--- src/ime_pkg.sv ---
/*
 * constants for the two-wire master byte engine: register offsets,
 * field positions, reset values and the engine state type.
 * assumes a 32-bit apb slave port with byte addresses on paddr.
 */
package ime_pkg;

    // ------------------------------------------------------------
    // register offsets (byte addresses, one aligned word each)
    // ------------------------------------------------------------
    localparam int unsigned IME_ADDR_W = 8; // apb address width
    localparam logic [7:0] IME_OFS_PRESCALE = 8'h00; // clock prescaler
    localparam logic [7:0] IME_OFS_CTRL = 8'h04; // control
    localparam logic [7:0] IME_OFS_STATUS = 8'h08; // status
    localparam logic [7:0] IME_OFS_TXDATA = 8'h0C; // transmit data
    localparam logic [7:0] IME_OFS_RXDATA = 8'h10; // receive data

    // ------------------------------------------------------------
    // field positions
    // ------------------------------------------------------------
    localparam int unsigned IME_PRESCALE_W = 16; // clock_divider_value width
    localparam int unsigned IME_CTRL_START = 0; // start_request
    localparam int unsigned IME_CTRL_STOP = 1; // stop_request
    localparam int unsigned IME_CTRL_ACKOUT = 2; // master_ack_enable
    localparam int unsigned IME_CTRL_ENABLE = 3; // interface_enable
    localparam int unsigned IME_STAT_DONE = 0; // op_done_flag
    localparam int unsigned IME_STAT_ACKIN = 1; // slave_ack_seen
    localparam int unsigned IME_STAT_RXRDY = 2; // rx_byte_ready
    localparam int unsigned IME_STAT_BUSY = 3; // engine busy

    // ------------------------------------------------------------
    // reset values
    // ------------------------------------------------------------
    // 50 MHz / (249 + 1) / 2 = 100 kHz
    localparam logic [15:0] IME_PRESCALE_RST = 16'h00F9; // prescaler after reset
    localparam logic [3:0] IME_CTRL_RST = 4'h0; // control after reset
    localparam logic IME_DONE_RST = 1'b1; // ready after reset
    localparam logic [2:0] IME_BIT_MSB = 3'h7; // first bit index of a byte
    localparam logic [1:0] IME_SUB_LAST_START = 2'h3; // last start step

    // ------------------------------------------------------------
    // engine states
    // ------------------------------------------------------------
    typedef enum logic [2:0] {
        ST_IDLE,  // waiting for a transmit write
        ST_START, // start or repeated start
        ST_BIT,   // one data bit, send or receive
        ST_ACK,   // ninth clock
        ST_STOP   // stop condition
    } ime_state_e;

endpackage

--- src/ime_i2c_master.sv ---
/*
 * two-wire master byte engine with an apb register port.
 * each transmit-data write to an enabled, idle engine launches one bus action: start plus
 * address, data byte out, data byte in, or stop.
 * assumes apb signals synchronous to CLK_SYS_I, sda and scl pads
 * resolved outside from the output enables, and prescale >= 2.
 */
//
// Summary of operation
// - master only, never answers as slave
// - seven-bit address, bytes shifted msb first
// - scl equals clock over prescale plus one, halved
// - prescaler reaches 100 and 400 kbit/s
// - sda only pulled low or released
// - done flag set when ready for action
// - start plus enable, then address write starts
// - transmit write clears the done flag
// - after byte out, done set, ack recorded
// - plain transmit write sends a data byte
// - stop plus enable, dummy write ends transfer
// - start again with read bit gives repeated start
// - dummy write in read mode clocks byte in
// - received byte sets ready flag, readable
// - single read byte gets not-acknowledge
// - read address start goes straight to data
// - ack-out set acks bytes, cleared for last
// - any number of data bytes before stop
`timescale 1ns/1ps

module ime_i2c_master (
    input wire logic CLK_SYS_I, // system clock, 50 MHz
    input wire logic RST_N_I, // async reset, active low
    input wire logic PSEL_I, // apb select
    input wire logic PENABLE_I, // apb enable
    input wire logic PWRITE_I, // apb direction, high = write
    input wire logic [ime_pkg::IME_ADDR_W-1:0] PADDR_I, // apb byte address
    input wire logic [31:0] PWDATA_I, // apb write data
    output logic [31:0] PRDATA_O, // apb read data
    output logic PREADY_O, // apb ready
    output logic PSLVERR_O, // apb error, unmapped address
    output logic SCL_O, // scl output level, always low
    output logic SCL_OE_O, // scl pull low while high
    input wire logic SDA_I, // sda pad level
    output logic SDA_O, // sda output level, always low
    output logic SDA_OE_O // sda pull low while high
);
    import ime_pkg::*;

    // ------------------------------------------------------------
    // declarations
    // ------------------------------------------------------------
    logic pready_q; // access phase answered
    logic [31:0] prdata_q; // registered read data
    logic pslverr_q; // registered error
    logic acc_end; // access phase completes this edge
    logic wr_en; // write takes effect
    logic rd_en; // read takes effect
    logic mapped; // address hits a register
    logic [31:0] rd_mux; // read data selection
    logic [IME_PRESCALE_W-1:0] prescale_q; // clock_divider_value
    logic start_request_q; // start request pending
    logic stop_request_q; // stop request pending
    logic master_ack_enable_q; // ack received bytes
    logic interface_enable_q; // interface enable
    logic op_done_flag_q; // ready for new action
    logic slave_ack_seen_q; // slave acked last byte
    logic rx_byte_ready_q; // received byte waiting
    logic [7:0] rx_data_q; // last received byte
    logic tx_wr; // transmit-data write strobe
    logic launch; // action accepted by engine
    ime_state_e state_q; // engine state
    logic [1:0] sub_q; // step within a state
    logic [2:0] bit_q; // bit index within byte
    logic [7:0] shift_q; // shift register, msb on the wire
    logic byte_rx_q; // current byte is received
    logic read_mode_q; // address had read bit set
    logic fin_q; // one-cycle action complete
    logic [IME_PRESCALE_W-1:0] div_q; // half-period counter
    logic tick; // end of half period
    logic scl_pull_d; // next scl pull state
    logic scl_oe_q; // scl pulled low
    logic sda_oe_q; // sda pulled low
    logic sda_out_q; // constant low output level

    // ------------------------------------------------------------
    // apb slave
    // ------------------------------------------------------------
    // one wait state: ready rises on the second access cycle
    assign acc_end = PSEL_I && PENABLE_I && pready_q;
    assign wr_en = acc_end && PWRITE_I && mapped;
    assign rd_en = acc_end && !PWRITE_I && mapped;
    assign tx_wr = wr_en && (PADDR_I == IME_OFS_TXDATA);

    // address decode
    always_comb begin
        mapped = 1'b0;
        rd_mux = 32'h0000_0000;
        unique case (PADDR_I)
            IME_OFS_PRESCALE: begin
                mapped = 1'b1;
                rd_mux = {16'h0000, prescale_q};
            end
            IME_OFS_CTRL: begin
                mapped = 1'b1;
                rd_mux = {28'h000_0000, interface_enable_q, master_ack_enable_q,
                          stop_request_q, start_request_q};
            end
            IME_OFS_STATUS: begin
                mapped = 1'b1;
                rd_mux = {28'h000_0000, (state_q != ST_IDLE), rx_byte_ready_q,
                          slave_ack_seen_q, op_done_flag_q};
            end
            IME_OFS_TXDATA: begin
                mapped = 1'b1; // reads as zero
            end
            IME_OFS_RXDATA: begin
                mapped = 1'b1;
                rd_mux = {24'h00_0000, rx_data_q};
            end
            default: begin
                mapped = 1'b0; // unmapped
            end
        endcase
    end

    // ready, read data and error registered
    always_ff @(posedge CLK_SYS_I or negedge RST_N_I) begin
        if (!RST_N_I) begin
            pready_q <= 1'b0;
            prdata_q <= 32'h0000_0000;
            pslverr_q <= 1'b0;
        end else begin
            pready_q <= PSEL_I && PENABLE_I && !pready_q;
            if (PSEL_I && PENABLE_I && !pready_q) begin
                prdata_q <= PWRITE_I ? 32'h0000_0000 : rd_mux;
                pslverr_q <= !mapped;
            end else begin
                pslverr_q <= 1'b0;
            end
        end
    end

    // ------------------------------------------------------------
    // prescaler and control registers
    // ------------------------------------------------------------
    // prescaler value written by software
    always_ff @(posedge CLK_SYS_I or negedge RST_N_I) begin
        if (!RST_N_I) begin
            prescale_q <= IME_PRESCALE_RST;
        end else if (wr_en && PADDR_I == IME_OFS_PRESCALE) begin
            prescale_q <= PWDATA_I[IME_PRESCALE_W-1:0];
        end
    end

    // control bits; requests consumed by the launch they steer
    always_ff @(posedge CLK_SYS_I or negedge RST_N_I) begin
        if (!RST_N_I) begin
            {interface_enable_q, master_ack_enable_q, stop_request_q, start_request_q} <= IME_CTRL_RST;
        end else if (wr_en && PADDR_I == IME_OFS_CTRL) begin
            start_request_q <= PWDATA_I[IME_CTRL_START];
            stop_request_q <= PWDATA_I[IME_CTRL_STOP];
            master_ack_enable_q <= PWDATA_I[IME_CTRL_ACKOUT];
            interface_enable_q <= PWDATA_I[IME_CTRL_ENABLE];
        end else if (launch) begin
            start_request_q <= 1'b0;
            stop_request_q <= 1'b0;
        end
    end

    // ------------------------------------------------------------
    // status flags
    // ------------------------------------------------------------
    // done: cleared by transmit write, completion wins
    always_ff @(posedge CLK_SYS_I or negedge RST_N_I) begin
        if (!RST_N_I) begin
            op_done_flag_q <= IME_DONE_RST;
        end else if (fin_q) begin
            op_done_flag_q <= 1'b1;
        end else if (tx_wr) begin
            op_done_flag_q <= 1'b0;
        end
    end

    // slave acknowledge sampled on the ninth clock of a byte out
    always_ff @(posedge CLK_SYS_I or negedge RST_N_I) begin
        if (!RST_N_I) begin
            slave_ack_seen_q <= 1'b0;
        end else if (tick && state_q == ST_ACK && sub_q == 2'h1 && !byte_rx_q) begin
            slave_ack_seen_q <= !SDA_I;
        end
    end

    // received byte and its ready flag; new byte wins over read clear
    always_ff @(posedge CLK_SYS_I or negedge RST_N_I) begin
        if (!RST_N_I) begin
            rx_byte_ready_q <= 1'b0;
            rx_data_q <= 8'h00;
        end else if (tick && state_q == ST_ACK && sub_q == 2'h1 && byte_rx_q) begin
            rx_byte_ready_q <= 1'b1;
            rx_data_q <= shift_q;
        end else if (rd_en && PADDR_I == IME_OFS_RXDATA) begin
            rx_byte_ready_q <= 1'b0;
        end
    end

    // ------------------------------------------------------------
    // half-period timer
    // ------------------------------------------------------------
    // tick every prescale+1 clocks; one scl level per tick
    always_ff @(posedge CLK_SYS_I or negedge RST_N_I) begin
        if (!RST_N_I) begin
            div_q <= '0;
        end else if (state_q == ST_IDLE || div_q == prescale_q) begin
            div_q <= '0;
        end else begin
            div_q <= div_q + 1'b1;
        end
    end
    assign tick = (state_q != ST_IDLE) && (div_q == prescale_q);

    // ------------------------------------------------------------
    // engine sequencing
    // ------------------------------------------------------------
    assign launch = tx_wr && (state_q == ST_IDLE) && interface_enable_q;

    // action selection and step sequencing
    always_ff @(posedge CLK_SYS_I or negedge RST_N_I) begin
        if (!RST_N_I) begin
            state_q <= ST_IDLE;
            sub_q <= 2'h0;
            bit_q <= IME_BIT_MSB;
            shift_q <= 8'h00;
            byte_rx_q <= 1'b0;
            read_mode_q <= 1'b0;
            fin_q <= 1'b0;
        end else begin
            fin_q <= 1'b0;
            unique case (state_q)
                ST_IDLE: begin
                    sub_q <= 2'h0;
                    bit_q <= IME_BIT_MSB;
                    if (tx_wr && !interface_enable_q) begin
                        fin_q <= 1'b1; // disabled: nothing sent, ready again
                    end else if (launch && start_request_q) begin
                        state_q <= ST_START;
                        shift_q <= PWDATA_I[7:0];
                        byte_rx_q <= 1'b0;
                        read_mode_q <= PWDATA_I[0];
                    end else if (launch && stop_request_q) begin
                        state_q <= ST_STOP;
                    end else if (launch) begin
                        state_q <= ST_BIT;
                        shift_q <= PWDATA_I[7:0];
                        byte_rx_q <= read_mode_q;
                    end
                end
                ST_START: begin
                    if (tick) begin
                        sub_q <= sub_q + 2'h1;
                        if (sub_q == IME_SUB_LAST_START) begin
                            state_q <= ST_BIT;
                            sub_q <= 2'h0;
                        end
                    end
                end
                ST_BIT: begin
                    if (tick) begin
                        if (sub_q == 2'h0) begin
                            sub_q <= 2'h1;
                        end else begin
                            sub_q <= 2'h0;
                            shift_q <= {shift_q[6:0], SDA_I};
                            bit_q <= bit_q - 3'h1;
                            if (bit_q == 3'h0) begin
                                state_q <= ST_ACK;
                            end
                        end
                    end
                end
                ST_ACK: begin
                    if (tick) begin
                        sub_q <= sub_q + 2'h1;
                        if (sub_q == 2'h2) begin
                            state_q <= ST_IDLE; // bus held, scl low
                            fin_q <= 1'b1;
                        end
                    end
                end
                ST_STOP: begin
                    if (tick) begin
                        sub_q <= sub_q + 2'h1;
                        if ((sub_q == 2'h0 && !scl_oe_q) || sub_q == 2'h2) begin
                            state_q <= ST_IDLE; // bus released
                            fin_q <= 1'b1;
                        end
                    end
                end
                default: begin
                    state_q <= ST_IDLE;
                end
            endcase
        end
    end

    // ------------------------------------------------------------
    // scl level per step
    // ------------------------------------------------------------
    // scl follows the step one clock after it is entered
    always_comb begin
        scl_pull_d = scl_oe_q;
        unique case (state_q)
            ST_IDLE: scl_pull_d = scl_oe_q;
            ST_START: scl_pull_d = (sub_q == 2'h0) ? scl_oe_q : (sub_q == IME_SUB_LAST_START);
            ST_BIT: scl_pull_d = (sub_q == 2'h0);
            ST_ACK: scl_pull_d = (sub_q != 2'h1);
            ST_STOP: scl_pull_d = (sub_q == 2'h0) ? scl_oe_q : 1'b0;
            default: scl_pull_d = 1'b0;
        endcase
    end

    // scl driver; master only, never stretched or released to a slave
    always_ff @(posedge CLK_SYS_I or negedge RST_N_I) begin
        if (!RST_N_I) begin
            scl_oe_q <= 1'b0;
        end else begin
            scl_oe_q <= scl_pull_d;
        end
    end

    // ------------------------------------------------------------
    // sda driver
    // ------------------------------------------------------------
    // data moves only once scl is seen low, conditions only with it high
    always_ff @(posedge CLK_SYS_I or negedge RST_N_I) begin
        if (!RST_N_I) begin
            sda_oe_q <= 1'b0;
        end else begin
            unique case (state_q)
                ST_START: begin
                    if (sub_q == 2'h0 && scl_oe_q) begin
                        sda_oe_q <= 1'b0; // release before restart
                    end else if (sub_q == 2'h2 && !scl_oe_q) begin
                        sda_oe_q <= 1'b1;
                    end
                end
                ST_BIT: begin
                    if (sub_q == 2'h0 && scl_oe_q) begin
                        sda_oe_q <= !byte_rx_q && !shift_q[7];
                    end
                end
                ST_ACK: begin
                    if (sub_q == 2'h0 && scl_oe_q) begin
                        sda_oe_q <= byte_rx_q && master_ack_enable_q;
                    end else if (sub_q == 2'h2 && scl_oe_q) begin
                        sda_oe_q <= 1'b0;
                    end
                end
                ST_STOP: begin
                    if (sub_q == 2'h0 && scl_oe_q) begin
                        sda_oe_q <= 1'b1;
                    end else if (sub_q == 2'h2 && !scl_oe_q) begin
                        sda_oe_q <= 1'b0; // stop, bus free
                    end
                end
                default: begin
                    sda_oe_q <= sda_oe_q; // idle holds the line
                end
            endcase
        end
    end

    // open-drain output level is always low
    always_ff @(posedge CLK_SYS_I or negedge RST_N_I) begin
        if (!RST_N_I) begin
            sda_out_q <= 1'b0;
        end else begin
            sda_out_q <= 1'b0;
        end
    end

    // ------------------------------------------------------------
    // outputs
    // ------------------------------------------------------------
    assign PRDATA_O = prdata_q;
    assign PREADY_O = pready_q;
    assign PSLVERR_O = pslverr_q;
    assign SCL_O = sda_out_q;
    assign SCL_OE_O = scl_oe_q;
    assign SDA_O = sda_out_q;
    assign SDA_OE_O = sda_oe_q;

endmodule

--- config.mk ---
export PLATFORM = sky130hd
export DESIGN_NAME = ime_i2c_master
export DESIGN_NICKNAME = d
export VERILOG_FILES = /design/src/ime_pkg.sv /design/src/ime_i2c_master.sv
export SDC_FILE = /design/constraint.sdc
export NUM_CORES = 1
export LEC_CHECK = 0
export ABC_AREA = 0
export BUFFER_PORTS_ARGS = -buffer_cell sky130_fd_sc_hd__clkbuf_2
export CORE_MARGIN = 2
export CORE_UTILIZATION = 56
export CTS_BUF_LIST = sky130_fd_sc_hd__clkbuf_8 sky130_fd_sc_hd__clkbuf_16
export DETAILED_ROUTE_END_ITERATION = 10
export PLACE_DENSITY = 0.77
export SLEW_MARGIN = 30
export SYNTH_ARGS = -nofsm -noshare
export SYNTH_HDL_FRONTEND = slang
export SYNTH_SLANG_ARGS = --single-unit
--- constraint.sdc ---
create_clock -name CLK_SYS_I -period 2.6 [get_ports CLK_SYS_I]
set_clock_uncertainty 0.15 [all_clocks]
set_input_delay 0.39 -clock CLK_SYS_I [delete_from_list [all_inputs] [get_ports CLK_SYS_I]]
set_output_delay 0.39 -clock CLK_SYS_I [all_outputs]
set_load 0.02 [all_outputs]
==> Yosys cells after proc, flatten, opt, wreduce, memory -nomap -nowiden <==
Cells that the tools add are included.
{ "totals": {"regBits": 102, "wordCells": 182} }
{ "op_classes": {"n_eq_ne": 34, "n_mux": 62, "n_reduce_logical": 59, "add_sub_neg": 3, "bitwise_logic": 2} }
{ "ops": {"columns": ["cell", "count"], "rows": [
  ["case mux 16 bit (4 select lines)", 1],
  ["2-to-1 mux 8 bit", 6],
  ["2-to-1 mux 3 bit", 15],
  ["2-to-1 mux 32 bit", 1],
  ["logical AND 1 bit", 27],
  ["2-to-1 mux 1 bit", 27],
  ["!= test 2 bit, second input constant", 13],
  ["adder 16 x 1 -> 16 bit, second input constant", 1],
  ["equality test 16 bit", 1],
  ["equality test 8 x 4 -> 1 bit, second input constant", 2],
  ["2-to-1 mux 16 bit", 1],
  ["case mux 8 bit (2 select lines)", 1],
  ["case mux 3 bit (5 select lines)", 1],
  ["AND reduction 11 bit", 1],
  ["nonzero test 2 bit", 5],
  ["!= test 3 bit, second input constant", 3],
  ["AND reduction 3 bit", 3],
  ["equality test 8 x 3 -> 1 bit, second input constant", 1],
  ["equality test 8 x 5 -> 1 bit, second input constant", 1],
  ["logical NOT 1 bit", 8],
  ["logical NOT 8 bit", 1],
  ["2-to-1 mux 2 bit", 4],
  ["case mux 2 bit (4 select lines)", 1],
  ["AND reduction 4 bit", 2],
  ["25 further kinds", 33]
]} }

==> Depth between registers and ports, before layout <==
Gate-level depths: netlist of run 1.
{ "logic_depth": {"word_depth": 12, "ltp_mapped": 8, "depth_no_buf": 7} }

==> Least setup slack after synthesis of run 1 <==
No wires, ideal clock.
{ "synth_path": {"path_kind": "reg-to-reg", "startpoint": "reg prescale_q[7]", "endpoint": "reg rx_data_q[0]", "arrival_ns": 1.862, "period_less_slack_ns": 2.137, "slack_ns": 0.463, "required_time_ns": 2.325, "path_stages_with_launch": 6, "path_buffers": 0, "cell_sequence": "dfstp_2 -> xor2_1 -> nor4_1 -> nand4_2 -> nor3_4 -> mux2_2"} }
{ "synth_between": {"elab_chain_len": 5} }
{ "synth_lines": {"columns": ["element", "line", "text"], "rows": [
  ["from (decl)", "ime_i2c_master.sv:60", "logic [IME_PRESCALE_W-1:0] prescale_q;"],
  ["from (signal assigned)", "ime_i2c_master.sv:151", "prescale_q <= PWDATA_I[IME_PRESCALE_W-1:0];"],
  ["equality test 16 bit", "ime_i2c_master.sv:219", "assign tick = (state_q != ST_IDLE) && (div_q == prescale_q);"],
  ["logical AND 1 bit", "ime_i2c_master.sv:219", null],
  ["logical AND 1 bit (3 in a row)", "ime_i2c_master.sv:198", "end else if (tick && state_q == ST_ACK && sub_q == 2'h1 && byte_rx_q) begin"],
  ["to (signal assigned)", "ime_i2c_master.sv:200", "rx_data_q <= shift_q;"],
  ["to (decl)", "ime_i2c_master.sv:68", "logic [7:0] rx_data_q;"]
]} }
No other way between the ends.
A chain may end at the register's enable or synchronous reset.

==> Worst setup path after layout of run 1 <==
{ "layout_path": {"startpoint": "reg prescale_q[7]", "endpoint": "reg bit_q[1]"} }
{ "layout_between": {"elab_chain_len": 4} }
{ "layout_lines": {"columns": ["element", "line", "text"], "rows": [
  ["equality test 16 bit", "ime_i2c_master.sv:219", null],
  ["logical AND 1 bit", "ime_i2c_master.sv:219", null],
  ["!= test 2 bit (no source line)", null, null],
  ["AND reduction 3 bit (no source line)", null, null],
  ["to (signal assigned)", "ime_i2c_master.sv:273", "bit_q <= bit_q - 3'h1;"],
  ["to (decl)", "ime_i2c_master.sv:73", "logic [2:0] bit_q;"]
]} }
No other way between the ends.

==> metrics.yaml, run 1 <==
outcome: "finished, final reports clean"
number_of_unique_standard_cell_types_used_by_synthesis: 56
postSynth.topFlopCell: "sky130_fd_sc_hd__dfrtp_1"
grt_pass1_vias: 3260
final-setup-viol-count: 0
cts_made_buffers: 9
slowest_delay_ns: 0.58
synth.top_cell.area_share: 0.4153
syn_inst: 420
finalCritPeriodShare: 0.9238
detailedPlacementHpwl_um: 6971
floorplan.rows: 32
global_route.usage.total: 0.2287
dr.max_layer_used: "met4"
coreArea_um2: 7807
place.port_buffers: 49
insertedDiodeCount: 0
report.power.total_w: 0.002479
clockBufferDepth: 2
setup_tns_ns: 0
route.layer.met1.wl_um: 4422
synth_warnings: 0
h-tree-depth: 3
worstPathRequired_ns: 2.70
fin_crit_ns: 2.402
average_via_count_per_standard_cell: 5.664
part_of_the_yosys_area_used_for_sequential_elements: 0.4727
regToRegSetupSlack_ns: 0.20
proportion_of_layout_cells_with_a_drive_suffix_above_1: 0.2967
firstDrtPassIters: 4
ys_top_cells_by_area: "sky130_fd_sc_hd__dfrtp_1 (42%), sky130_fd_sc_hd__mux2_2 (11%), sky130_fd_sc_hd__dfstp_2 (5.7%), sky130_fd_sc_hd__a22o_1 (4.6%), sky130_fd_sc_hd__xor2_1 (4.2%)"
worst_max_slew_pin_slew_ns: 0.5135
worstPathCellList: "xor2_1 > nor4_1 > nand4_2 > buf_4 > nand2b_1 > a311oi_1"
max_slew_margin: 0.6576
finalWeightedCongestion: 0.9092
power.ir.vdd_worst_mv: 0.2975
static-leakage-power_nw: 2.494
cts_resized: 0
wl_met3_um: 365
worstHoldPathType: "in -> reg"
avgSynthCellArea_um2: 10.90
routed_wire_length_per_instance_um: 16.24
ant_nets: 0
synth_area_um2: 4579
r2r-start: "prescale_q[7]"
worst_r2r_endpoint: "bit_q[1]"
fp.dieW_um: 94.43
tritoncts: "done"
worst_hold_startpoint: "SDA_I"
drt-initial-drc-count: 110
cts_root_buf: "sky130_fd_sc_hd__clkbuf_8"
grt_max_degree: 49
synth-edff-count: 0
floorplan.die_area_um2: 8917
worstPathMaxFanout: 16
power_density_nw_per_um2: 482.3
cts.reportedPaths.clkPinSlew_ns: 0.10
total_congestion_overflow: 0
unrepaired_setup_endpoints_after_global_routing: "no"
drv_cap: 0
vias: 3308
die_height_um: 94.43
initial_antenna_violation_count: 0
area_growth_pct: 12.24
worst-setup-path-type: "reg -> reg"
end_kind: "flop"
maxClockFrequency_mhz: 416.3
drc: 0
critPathLaunchType: "flop"
design.portCount: 84
drv_slew: 0
worstRegToRegCells: 6
cpMaxStageDelayCell: "sky130_fd_sc_hd__dfstp_2"
routed_wl_um: 9486
async_flop_share: 1.000
crit_arrival_ns: 2.51
number_of_synthesized_register_bits: 86
met2WireLength_um: 4503
hold_viol_final: 0
num-nets-final: 530
holdPathEnd: "slave_ack_seen_q"
yosys.area.top_type: "sky130_fd_sc_hd__dfrtp_1"
grt_first_pass_wirelength_um: 15850
tritoncts_num_sinks: 86
clkLatencyLatePin_ns: 0.36
timing.hold.worst_path_depth: 2
initial_core_util: 0.5865
## layout make-up
class / count / area, um2
clock buffers: 9 / 123.9
clock inverters: 7 / 86.33
fillers: 601 / 2668
inverters: 13 / 48.80
multi-input cells: 302 / 2206
flip-flops and latches: 86 / 2165
well taps: 102 / 127.6
repair buffers: 65 / 382.9
## worst max-delay path by stage
| stage | startpoint | cells past startpoint | endpoint |
|---|---|---|---|
| after detailed placement | prescale_q[7] | 6 | sub_q[0] |
| after floorplan | prescale_q[7] | 5 | rx_data_q[0] |
| after global placement | div_q[12] | 6 | sub_q[0] |
| after global routing | prescale_q[7] | 6 | bit_q[1] |
| final | prescale_q[7] | 6 | bit_q[1] |
| after CTS | prescale_q[7] | 6 | sub_q[0] |
## metrics by stage
| step | cell area (um2) | hold slack (ns) | instances | setup slack, ns | utilization |
|---|---|---|---|---|---|
| 5_1_grt | 5140 | 0.08049 | 584 | 0.1031 | 0.6583 |
| 3_3_place_gp | 4920 | 0.2342 | 567 | 0.2631 | 0.6301 |
| 4_1_cts | 5140 | 0.08848 | 584 | 0.2213 | 0.6583 |
| 3_5_place_dp | 4920 | 0.2403 | 567 | 0.2487 | 0.6301 |
| 2_1_floorplan | 4643 | -0.05559 | 437 | 0.4629 | - |
| 6_report | 5140 | 0.08937 | 584 | 0.1980 | 0.6583 |
## layer usage
metal	vias up	global-route usage
met3	17	0.03591
met5	-	0
met1	1635	0.3159
met2	77	0.3625
li1	1579	-
met4	0	0.09420
## cell usage in the layout (no fill, tap or decap), drive strengths merged, types with 8 or more instances in the layout
master / instances
a21oi: 11
nor2: 41
clkbuf: 57
dfrtp: 76
inv: 17
mux2: 44
dfstp: 10
buf: 16
xnor2: 8
nand2: 15
xor2: 22
nand3: 14
a22o: 24
conb: 18
o21ai: 11
## cell families (layout without fill, tap and decap cells)
family                     after synthesis  in the layout  synth area share
and+or+nand+nor                        123            123            0.1473
DFF                                     86             86            0.4727
xor gates and xnor gates                30             30           0.05738
AOI/OAI and AO/OA                       73             73            0.1194
other                                    1             18         0.0008189
adders and majority gates                8              8           0.02158
buffers and inverters                   49             94           0.05956
muxes                                   50             50            0.1213
## timing repair
item | in CTS | in global routing
buffers inserted | 0 | 0
hold buffers | 1 | 0
hold endpoints to repair | 34 | 0
## registers in the layout (all words and copies together) (netlist names), 2 cells and up
signal      flops
PRDATA_O       16
bit_q           3
div_q          16
prescale_q     16
rx_data_q       8
shift_q         8
state_q         3
sub_q           2
## power by group
group / switching [W] / internal [W]
sequential: 0.00000692 / 0.00135
clock: 0.000524 / 0.000466
combinational: 0.0000939 / 0.0000421
total: 0.000624 / 0.00185
## critical path: cells and delay by family (launching register included)
kind	cells	cell delay, ns
and+or+nand+nor	3	0.82
xor gates and xnor gates	1	0.08
buffers and inverters	1	0.30
AOI/OAI and AO/OA	1	0.36
DFF	1	0.58
## synthesized netlist by cell type, types with 8 or more instances
master	number
sky130_fd_sc_hd__a21oi_1	11
sky130_fd_sc_hd__a22o_1	24
sky130_fd_sc_hd__buf_4	18
sky130_fd_sc_hd__clkbuf_1	11
sky130_fd_sc_hd__dfrtp_1	76
sky130_fd_sc_hd__dfstp_2	10
sky130_fd_sc_hd__inv_1	13
sky130_fd_sc_hd__mux2_2	43
sky130_fd_sc_hd__nand2_1	15
sky130_fd_sc_hd__nand3_1	14
sky130_fd_sc_hd__nor2_1	40
sky130_fd_sc_hd__o21ai_0	11
sky130_fd_sc_hd__xnor2_1	8
sky130_fd_sc_hd__xor2_1	22
Power figures use the tool's default switching activity.
==> run 2: changes to the inputs <==
- ABC_AREA: 0 -> 1
- CORE_UTILIZATION: 56 -> 57
- PLACE_DENSITY: 0.77 -> 0.78
==> metrics.yaml, run 2 <==
drv_cap: 0
holdBufCountCts: 1
end_kind: "flop"
tritoncts: "done"
worstHoldPathType: "in -> reg"
ys_top_cells_by_area: "sky130_fd_sc_hd__dfrtp_1 (39%), sky130_fd_sc_hd__nand2_1 (15%), sky130_fd_sc_hd__inv_1 (6.0%), sky130_fd_sc_hd__dfstp_2 (5.4%), sky130_fd_sc_hd__nor2_1 (3.8%)"
worstPathMaxFanout: 5
fin_crit_ns: 2.109
postSynth.topFlopCell: "sky130_fd_sc_hd__dfrtp_1"
global_route.usage.total: 0.2623
cts.reportedPaths.clkPinSlew_ns: 0.08
worst_r2r_endpoint: "div_q[8]"
postCtsSetupBuffers: 0
area_of_the_multi_input_gates_um2: 2216
initial_core_util: 0.5896
routed_wire_length_per_instance_um: 14.08
async_flop_share: 1.000
yosys.area.top_type: "sky130_fd_sc_hd__dfrtp_1"
layout_common_cells: "sky130_fd_sc_hd__nand2_1 (199), sky130_fd_sc_hd__inv_1 (79), sky130_fd_sc_hd__dfrtp_1 (76)"
average_via_count_per_standard_cell: 5.286
drt-initial-drc-count: 161
fillers: 733
drv_slew: 0
static-leakage-power_nw: 2.844
r2r-start: "div_q[0]"
area_growth_pct: 11.34
max_slew_margin: 0.5513
total_congestion_overflow: 0
synth_area_um2: 4845
critPathLaunchType: "flop"
initial_antenna_violation_count: 0
synth_warnings: 0
worst_max_slew_pin_slew_ns: 0.6730
timing.hold.worst_path_depth: 3
floorplan.rows: 33
number_of_synthesized_register_bits: 86
holdPathEnd: "PREADY_O"
floorplan.die_area_um2: 9253
unrepaired_setup_endpoints_after_global_routing: "no"
worst-setup-path-type: "reg -> reg"
finalCritPeriodShare: 0.8113
clkLatencyLatePin_ns: 0.35
die_height_um: 96.19
fp.dieW_um: 96.19
switching_share: 0.2331
part_of_the_yosys_area_used_for_sequential_elements: 0.4468
worstPathRequired_ns: 2.72
finalWeightedCongestion: 0.8976
synth-edff-count: 0
detailedPlace.worstSlack_ns: 0.5200
power.internal_w: 0.002051
vias: 4245
design.portCount: 84
h-tree-depth: 3
postLayoutSetupSlackWorst_ns: 0.4906
avgSynthCellArea_um2: 7.617
synthMostInstantiatedCell: "sky130_fd_sc_hd__nand2_1"
num-nets-final: 746
routed_wl_um: 11310
syn_inst: 636
ant_nets: 0
proportion_of_layout_cells_with_a_drive_suffix_above_1: 0.1734
hold_viol_final: 0
report.power.total_w: 0.002675
comb_power_share: 0.060
fin_hold_ws_ns: 0.1099
grt_first_pass_wirelength_um: 18690
cts_root_buf: "sky130_fd_sc_hd__clkbuf_8"
share_of_total_power_in_sequential_cells: 0.537
tritoncts_num_sinks: 86
clockBufferDepth: 2
drc: 0
worst_hold_startpoint: "PENABLE_I"
firstDrtPassIters: 5
insertedDiodeCount: 0
worstRegToRegCells: 9
place.port_buffers: 49
number_of_unique_standard_cell_types_used_by_synthesis: 44
detailedPlacementHpwl_um: 8697
power.switching_w: 0.0006234
crit_arrival_ns: 2.23
synth_commonest_cells: "sky130_fd_sc_hd__nand2_1 (199), sky130_fd_sc_hd__inv_1 (78), sky130_fd_sc_hd__dfrtp_1 (76), sky130_fd_sc_hd__nor2_1 (49), sky130_fd_sc_hd__o21ai_0 (36)"
grt_pass1_vias: 3977
outcome: "finished, final reports clean"
maxClockFrequency_mhz: 474.1
coreArea_um2: 8217
power.ir.vdd_worst_mv: 0.3436
cts_resized: 0
power.share.clock: 0.403
power_density_nw_per_um2: 495.9
final-setup-viol-count: 0
synth.top_cell.area_share: 0.3926
register_area_um2: 2165
regToRegSetupSlack_ns: 0.49
final_common_cell: "sky130_fd_sc_hd__nand2_1"
setup_tns_ns: 0
cts_made_buffers: 9
grt_max_degree: 55
==> run 2: changes by cell type after synthesis, moves of 11 or more <==
| cell | previous run | this run |
|---|---|---|
| sky130_fd_sc_hd__nand2_1 | 15 | 199 |
| sky130_fd_sc_hd__inv_1 | 13 | 78 |
| sky130_fd_sc_hd__mux2_2 | 43 | 0 |
| sky130_fd_sc_hd__o21ai_0 | 11 | 36 |
| sky130_fd_sc_hd__a22o_1 | 24 | 0 |
| sky130_fd_sc_hd__xor2_1 | 22 | 3 |
| sky130_fd_sc_hd__a21oi_1 | 11 | 27 |
| sky130_fd_sc_hd__nand4_1 | 5 | 21 |
| sky130_fd_sc_hd__inv_2 | 0 | 11 |
==> run 2: critical path, stage by stage, from the launching register on <==
cell                      delay (ns)
sky130_fd_sc_hd__dfrtp_1        0.42
sky130_fd_sc_hd__ha_1           0.20
sky130_fd_sc_hd__nand2_1        0.09
sky130_fd_sc_hd__nor2_1         0.15
sky130_fd_sc_hd__inv_1          0.07
sky130_fd_sc_hd__nor2_1         0.10
sky130_fd_sc_hd__inv_1          0.08
sky130_fd_sc_hd__nor3_1         0.43
sky130_fd_sc_hd__o21ai_0        0.18
sky130_fd_sc_hd__a21oi_1        0.17
==> run 2: routing by layer <==
layer / part of all wire / GRT usage
met1: 0.44 / 0.3440
met2: 0.49 / 0.4306
met3: 0.048 / 0.03602
met4: 0.031 / 0.1214
met5: 0 / 0
==> run 2: cell families after synthesis <==
family | after synthesis | synth area share
AND/OR/NAND/NOR | 328 | 0.3058
buffers and inverters | 119 | 0.1090
AO/OA/AOI/OAI | 89 | 0.1085
flip-flops | 86 | 0.4468
adder cells (fa/ha/maj) | 7 | 0.01808
XOR/XNOR | 5 | 0.009041
other | 1 | 0.0007741
multiplexers | 1 | 0.002066
==> run 2: power groups by stage <==
stage	sequential, W	combinational, W	clock, W
floorplan	0.00145	0.000104	0
global placement	0.00146	0.000153	0
detailed placement	0.00146	0.000160	0
CTS	0.00143	0.000161	0.00109
global route	0.00144	0.000185	0.00115
finish	0.00144	0.000159	0.00108
==> run 2: metrics by stage <==
step / area [um2] / utilization / std cells
final: 5394 / 0.6565 / 803
after global routing: 5394 / 0.6565 / 803
after CTS: 5394 / 0.6565 / 803
after detailed placement: 5150 / 0.6268 / 786
after global placement: 5150 / 0.6268 / 786
after floorplan: 4908 / - / 653
==> run 2: area by class of cell <==
class / instances / area share
Inverter: 92 / 0.06402
Clock inverter: 4 / 0.01276
Multi-Input combinational cell: 448 / 0.4108
Sequential cell: 86 / 0.4013
Timing Repair Buffer: 56 / 0.05614
Tap cell: 105 / 0.02436
Clock buffer: 12 / 0.03062
==> run 2: worst max-delay path by stage <==
stage	startpoint	to	slack, ns	cells past startpoint
2_1_floorplan	PREADY_O	shift_q[0]	0.88	11
3_3_place_gp	prescale_q[0]	rx_data_q[5]	0.59	11
3_5_place_dp	prescale_q[0]	rx_data_q[3]	0.52	11
4_1_cts	prescale_q[0]	rx_data_q[5]	0.50	11
5_1_grt	prescale_q[0]	rx_data_q[1]	0.33	11
6_report	div_q[0]	div_q[8]	0.49	9
==> run 3: changes to the inputs <==
- ABC_AREA: 1 -> 0
- CORE_UTILIZATION: 57 -> 51
- PLACE_DENSITY: 0.78 -> 0.74
- clock period: 2.6 -> 1.7 ns (I/O delays scaled with it)
==> metrics.yaml, run 3 (same netlist as run 1, synthesis figures left out) <==
outcome: "complete, but fails checks"
violations: "setup timing"
initial_core_util: 0.5251
power.internal_w: 0.002776
detailedPlacementHpwl_um: 8701
num-nets-final: 641
final_common_cell: "sky130_fd_sc_hd__buf_4"
detailedPlace.worstSlack_ns: -0.6146
place.port_buffers: 49
power.switching_w: 0.001009
insertedDiodeCount: 0
grt_util_met1: 0.3372
hold_viol_final: 0
final_core_utilization: 0.7407
worst-setup-path-type: "reg -> reg"
initial_antenna_violation_count: 0
die_height_um: 98.76
postLayoutSetupSlackWorst_ns: -0.5223
coreArea_um2: 8721
share_of_total_power_in_sequential_cells: 0.548
power.ir.vdd_worst_mv: 0.3533
worstPathCellList: "xor2_1 > nor4_2 > nand4_2 > buf_6 > nor3_4 > buf_12 > mux2_2"
placed_instances: 656
grt_first_pass_wirelength_um: 20680
critPathLaunchType: "flop"
fillers: 546
unrepaired_setup_endpoints_after_global_routing: "yes"
final-setup-viol-count: 66
area_growth_pct: 41.07
routed_wire_length_per_instance_um: 19.06
worstPathRequired_ns: 1.81
gr-usage-met3: 0.04681
global_route.usage.total: 0.2706
worstPathMaxFanout: 9
drv_cap: 0
ant_nets: 0
top_usage_layer: "met2"
grt_max_degree: 33
cts_made_buffers: 9
end_kind: "flop"
clockBufferDepth: 2
comb_power_share: 0.080
crit_arrival_ns: 2.33
worstHoldPathType: "in -> reg"
slowest_delay_ns: 0.57
finalWeightedCongestion: 0.9355
vias: 3963
final-instance-count-excl-fill: 701
firstDrtPassIters: 6
fin_crit_ns: 2.222
power.share.clock: 0.372
fin_hold_ws_ns: 0.04452
maxClockFrequency_mhz: 450.0
setup_tns_ns: -15.63
cts.reportedPaths.clkPinSlew_ns: 0.10
total_congestion_overflow: 0
floorplan.rows: 34
routed_wl_um: 13360
cpMaxStageDelayCell: "sky130_fd_sc_hd__dfstp_2"
static-leakage-power_nw: 3.223
tritoncts_num_sinks: 86
h-tree-depth: 3
average_via_count_per_standard_cell: 5.653
cts_root_buf: "sky130_fd_sc_hd__clkbuf_8"
drv_slew: 0
design.portCount: 84
layout_common_cells: "sky130_fd_sc_hd__buf_4 (95), sky130_fd_sc_hd__dfrtp_1 (75), sky130_fd_sc_hd__clkbuf_2 (48)"
finalCritPeriodShare: 1.307
fp.dieW_um: 98.76
grt_pass1_vias: 4143
proportion_of_layout_cells_with_a_drive_suffix_above_1: 0.4755
tritoncts: "done"
drc: 0
clkLatencyLatePin_ns: 0.37
met2_usage: 0.4569
power_density_nw_per_um2: 586.0
switching_share: 0.2665
drt-initial-drc-count: 219
floorplan.die_area_um2: 9754
## run 3: changes by cell type in the layout (fill, tap and decap cells not counted), moves of 12 or more
cell                            previous run  this run
sky130_fd_sc_hd__mux2_2                    0        15
sky130_fd_sc_hd__a22o_1                    0        24
sky130_fd_sc_hd__xor2_1                    3        22
sky130_fd_sc_hd__nand4_1                  21         5
sky130_fd_sc_hd__inv_1                    79        11
sky130_fd_sc_hd__dlygate4sd3_1             1        13
sky130_fd_sc_hd__o21ai_0                  36         6
sky130_fd_sc_hd__nor2_1                   49        33
sky130_fd_sc_hd__a21oi_1                  27        11
sky130_fd_sc_hd__buf_4                     7        95
sky130_fd_sc_hd__mux2_4                    0        29
sky130_fd_sc_hd__nand2_1                 199        11
sky130_fd_sc_hd__buf_6                     0        14
## run 3: layer usage
metal	routed length, um	part of all wire
met4	531	0.040
met2	6672	0.50
met5	0	0
met3	777	0.058
met1	5381	0.40
## run 3: per-stage QoR
step | instance area [um2] | power [W]
after floorplan | 4810 | 0.002256
after global placement | 5713 | 0.002354
after detailed placement | 5713 | 0.002361
after CTS | 6294 | 0.003771
after global routing | 6460 | 0.003926
final | 6460 | 0.003785
## run 3: cell type report
class	count	area [um2]	share of cell area
inverter	13	48.80	0.007554
clock buffer	10	137.6	0.02131
tap	108	135.1	0.02092
sequential	86	2166	0.3353
multi-input combinational	303	2570	0.3978
timing repair buffer	175	1349	0.2088
clock inverter	6	53.80	0.008328
## run 3: worst max-delay path: cells and delay by family, from the launching register on
kind / cells / cell delay (ns)
XOR/XNOR: 1 / 0.09
buffers and inverters: 2 / 0.32
flip-flops: 1 / 0.57
multiplexers: 1 / 0.35
AND/OR/NAND/NOR: 3 / 0.64
## run 3: repair_timing
action / CTS / global route
hold endpoints to repair: 36 / 0
hold buffers: 13 / 0
setup buffers: 8 / 9
pin swaps: 17 / 16
gates resized for setup: 40 / 29
cloned: 2 / 0
endpoints found under the setup margin: 61 / 70
## run 3: power by group through the flow
stage          registers (W)  logic [W]  clock network [W]
3_3_place_gp         0.00211   0.000244                  0
4_1_cts              0.00207   0.000287            0.00141
5_1_grt              0.00208   0.000327            0.00152
6_report             0.00207   0.000303            0.00141
2_1_floorplan        0.00211   0.000145                  0
3_5_place_dp         0.00211   0.000249                  0
## run 3: final timing paths
kind	start	endpoint	slack, ns	cells after the start
worst max register to register	prescale_q[3]	rx_data_q[4]	-0.52	7
worst min register to register	fin_q	op_done_flag_q	0.30	1
worst min-delay path	PWDATA_I[0]	prescale_q[0]	0.04	2
min in group asynchronous	RST_N_I	SDA_OE_O	0.22	2
worst max-delay path	prescale_q[3]	rx_data_q[4]	-0.52	7
max in group asynchronous	RST_N_I	prescale_q[0]	0.54	3
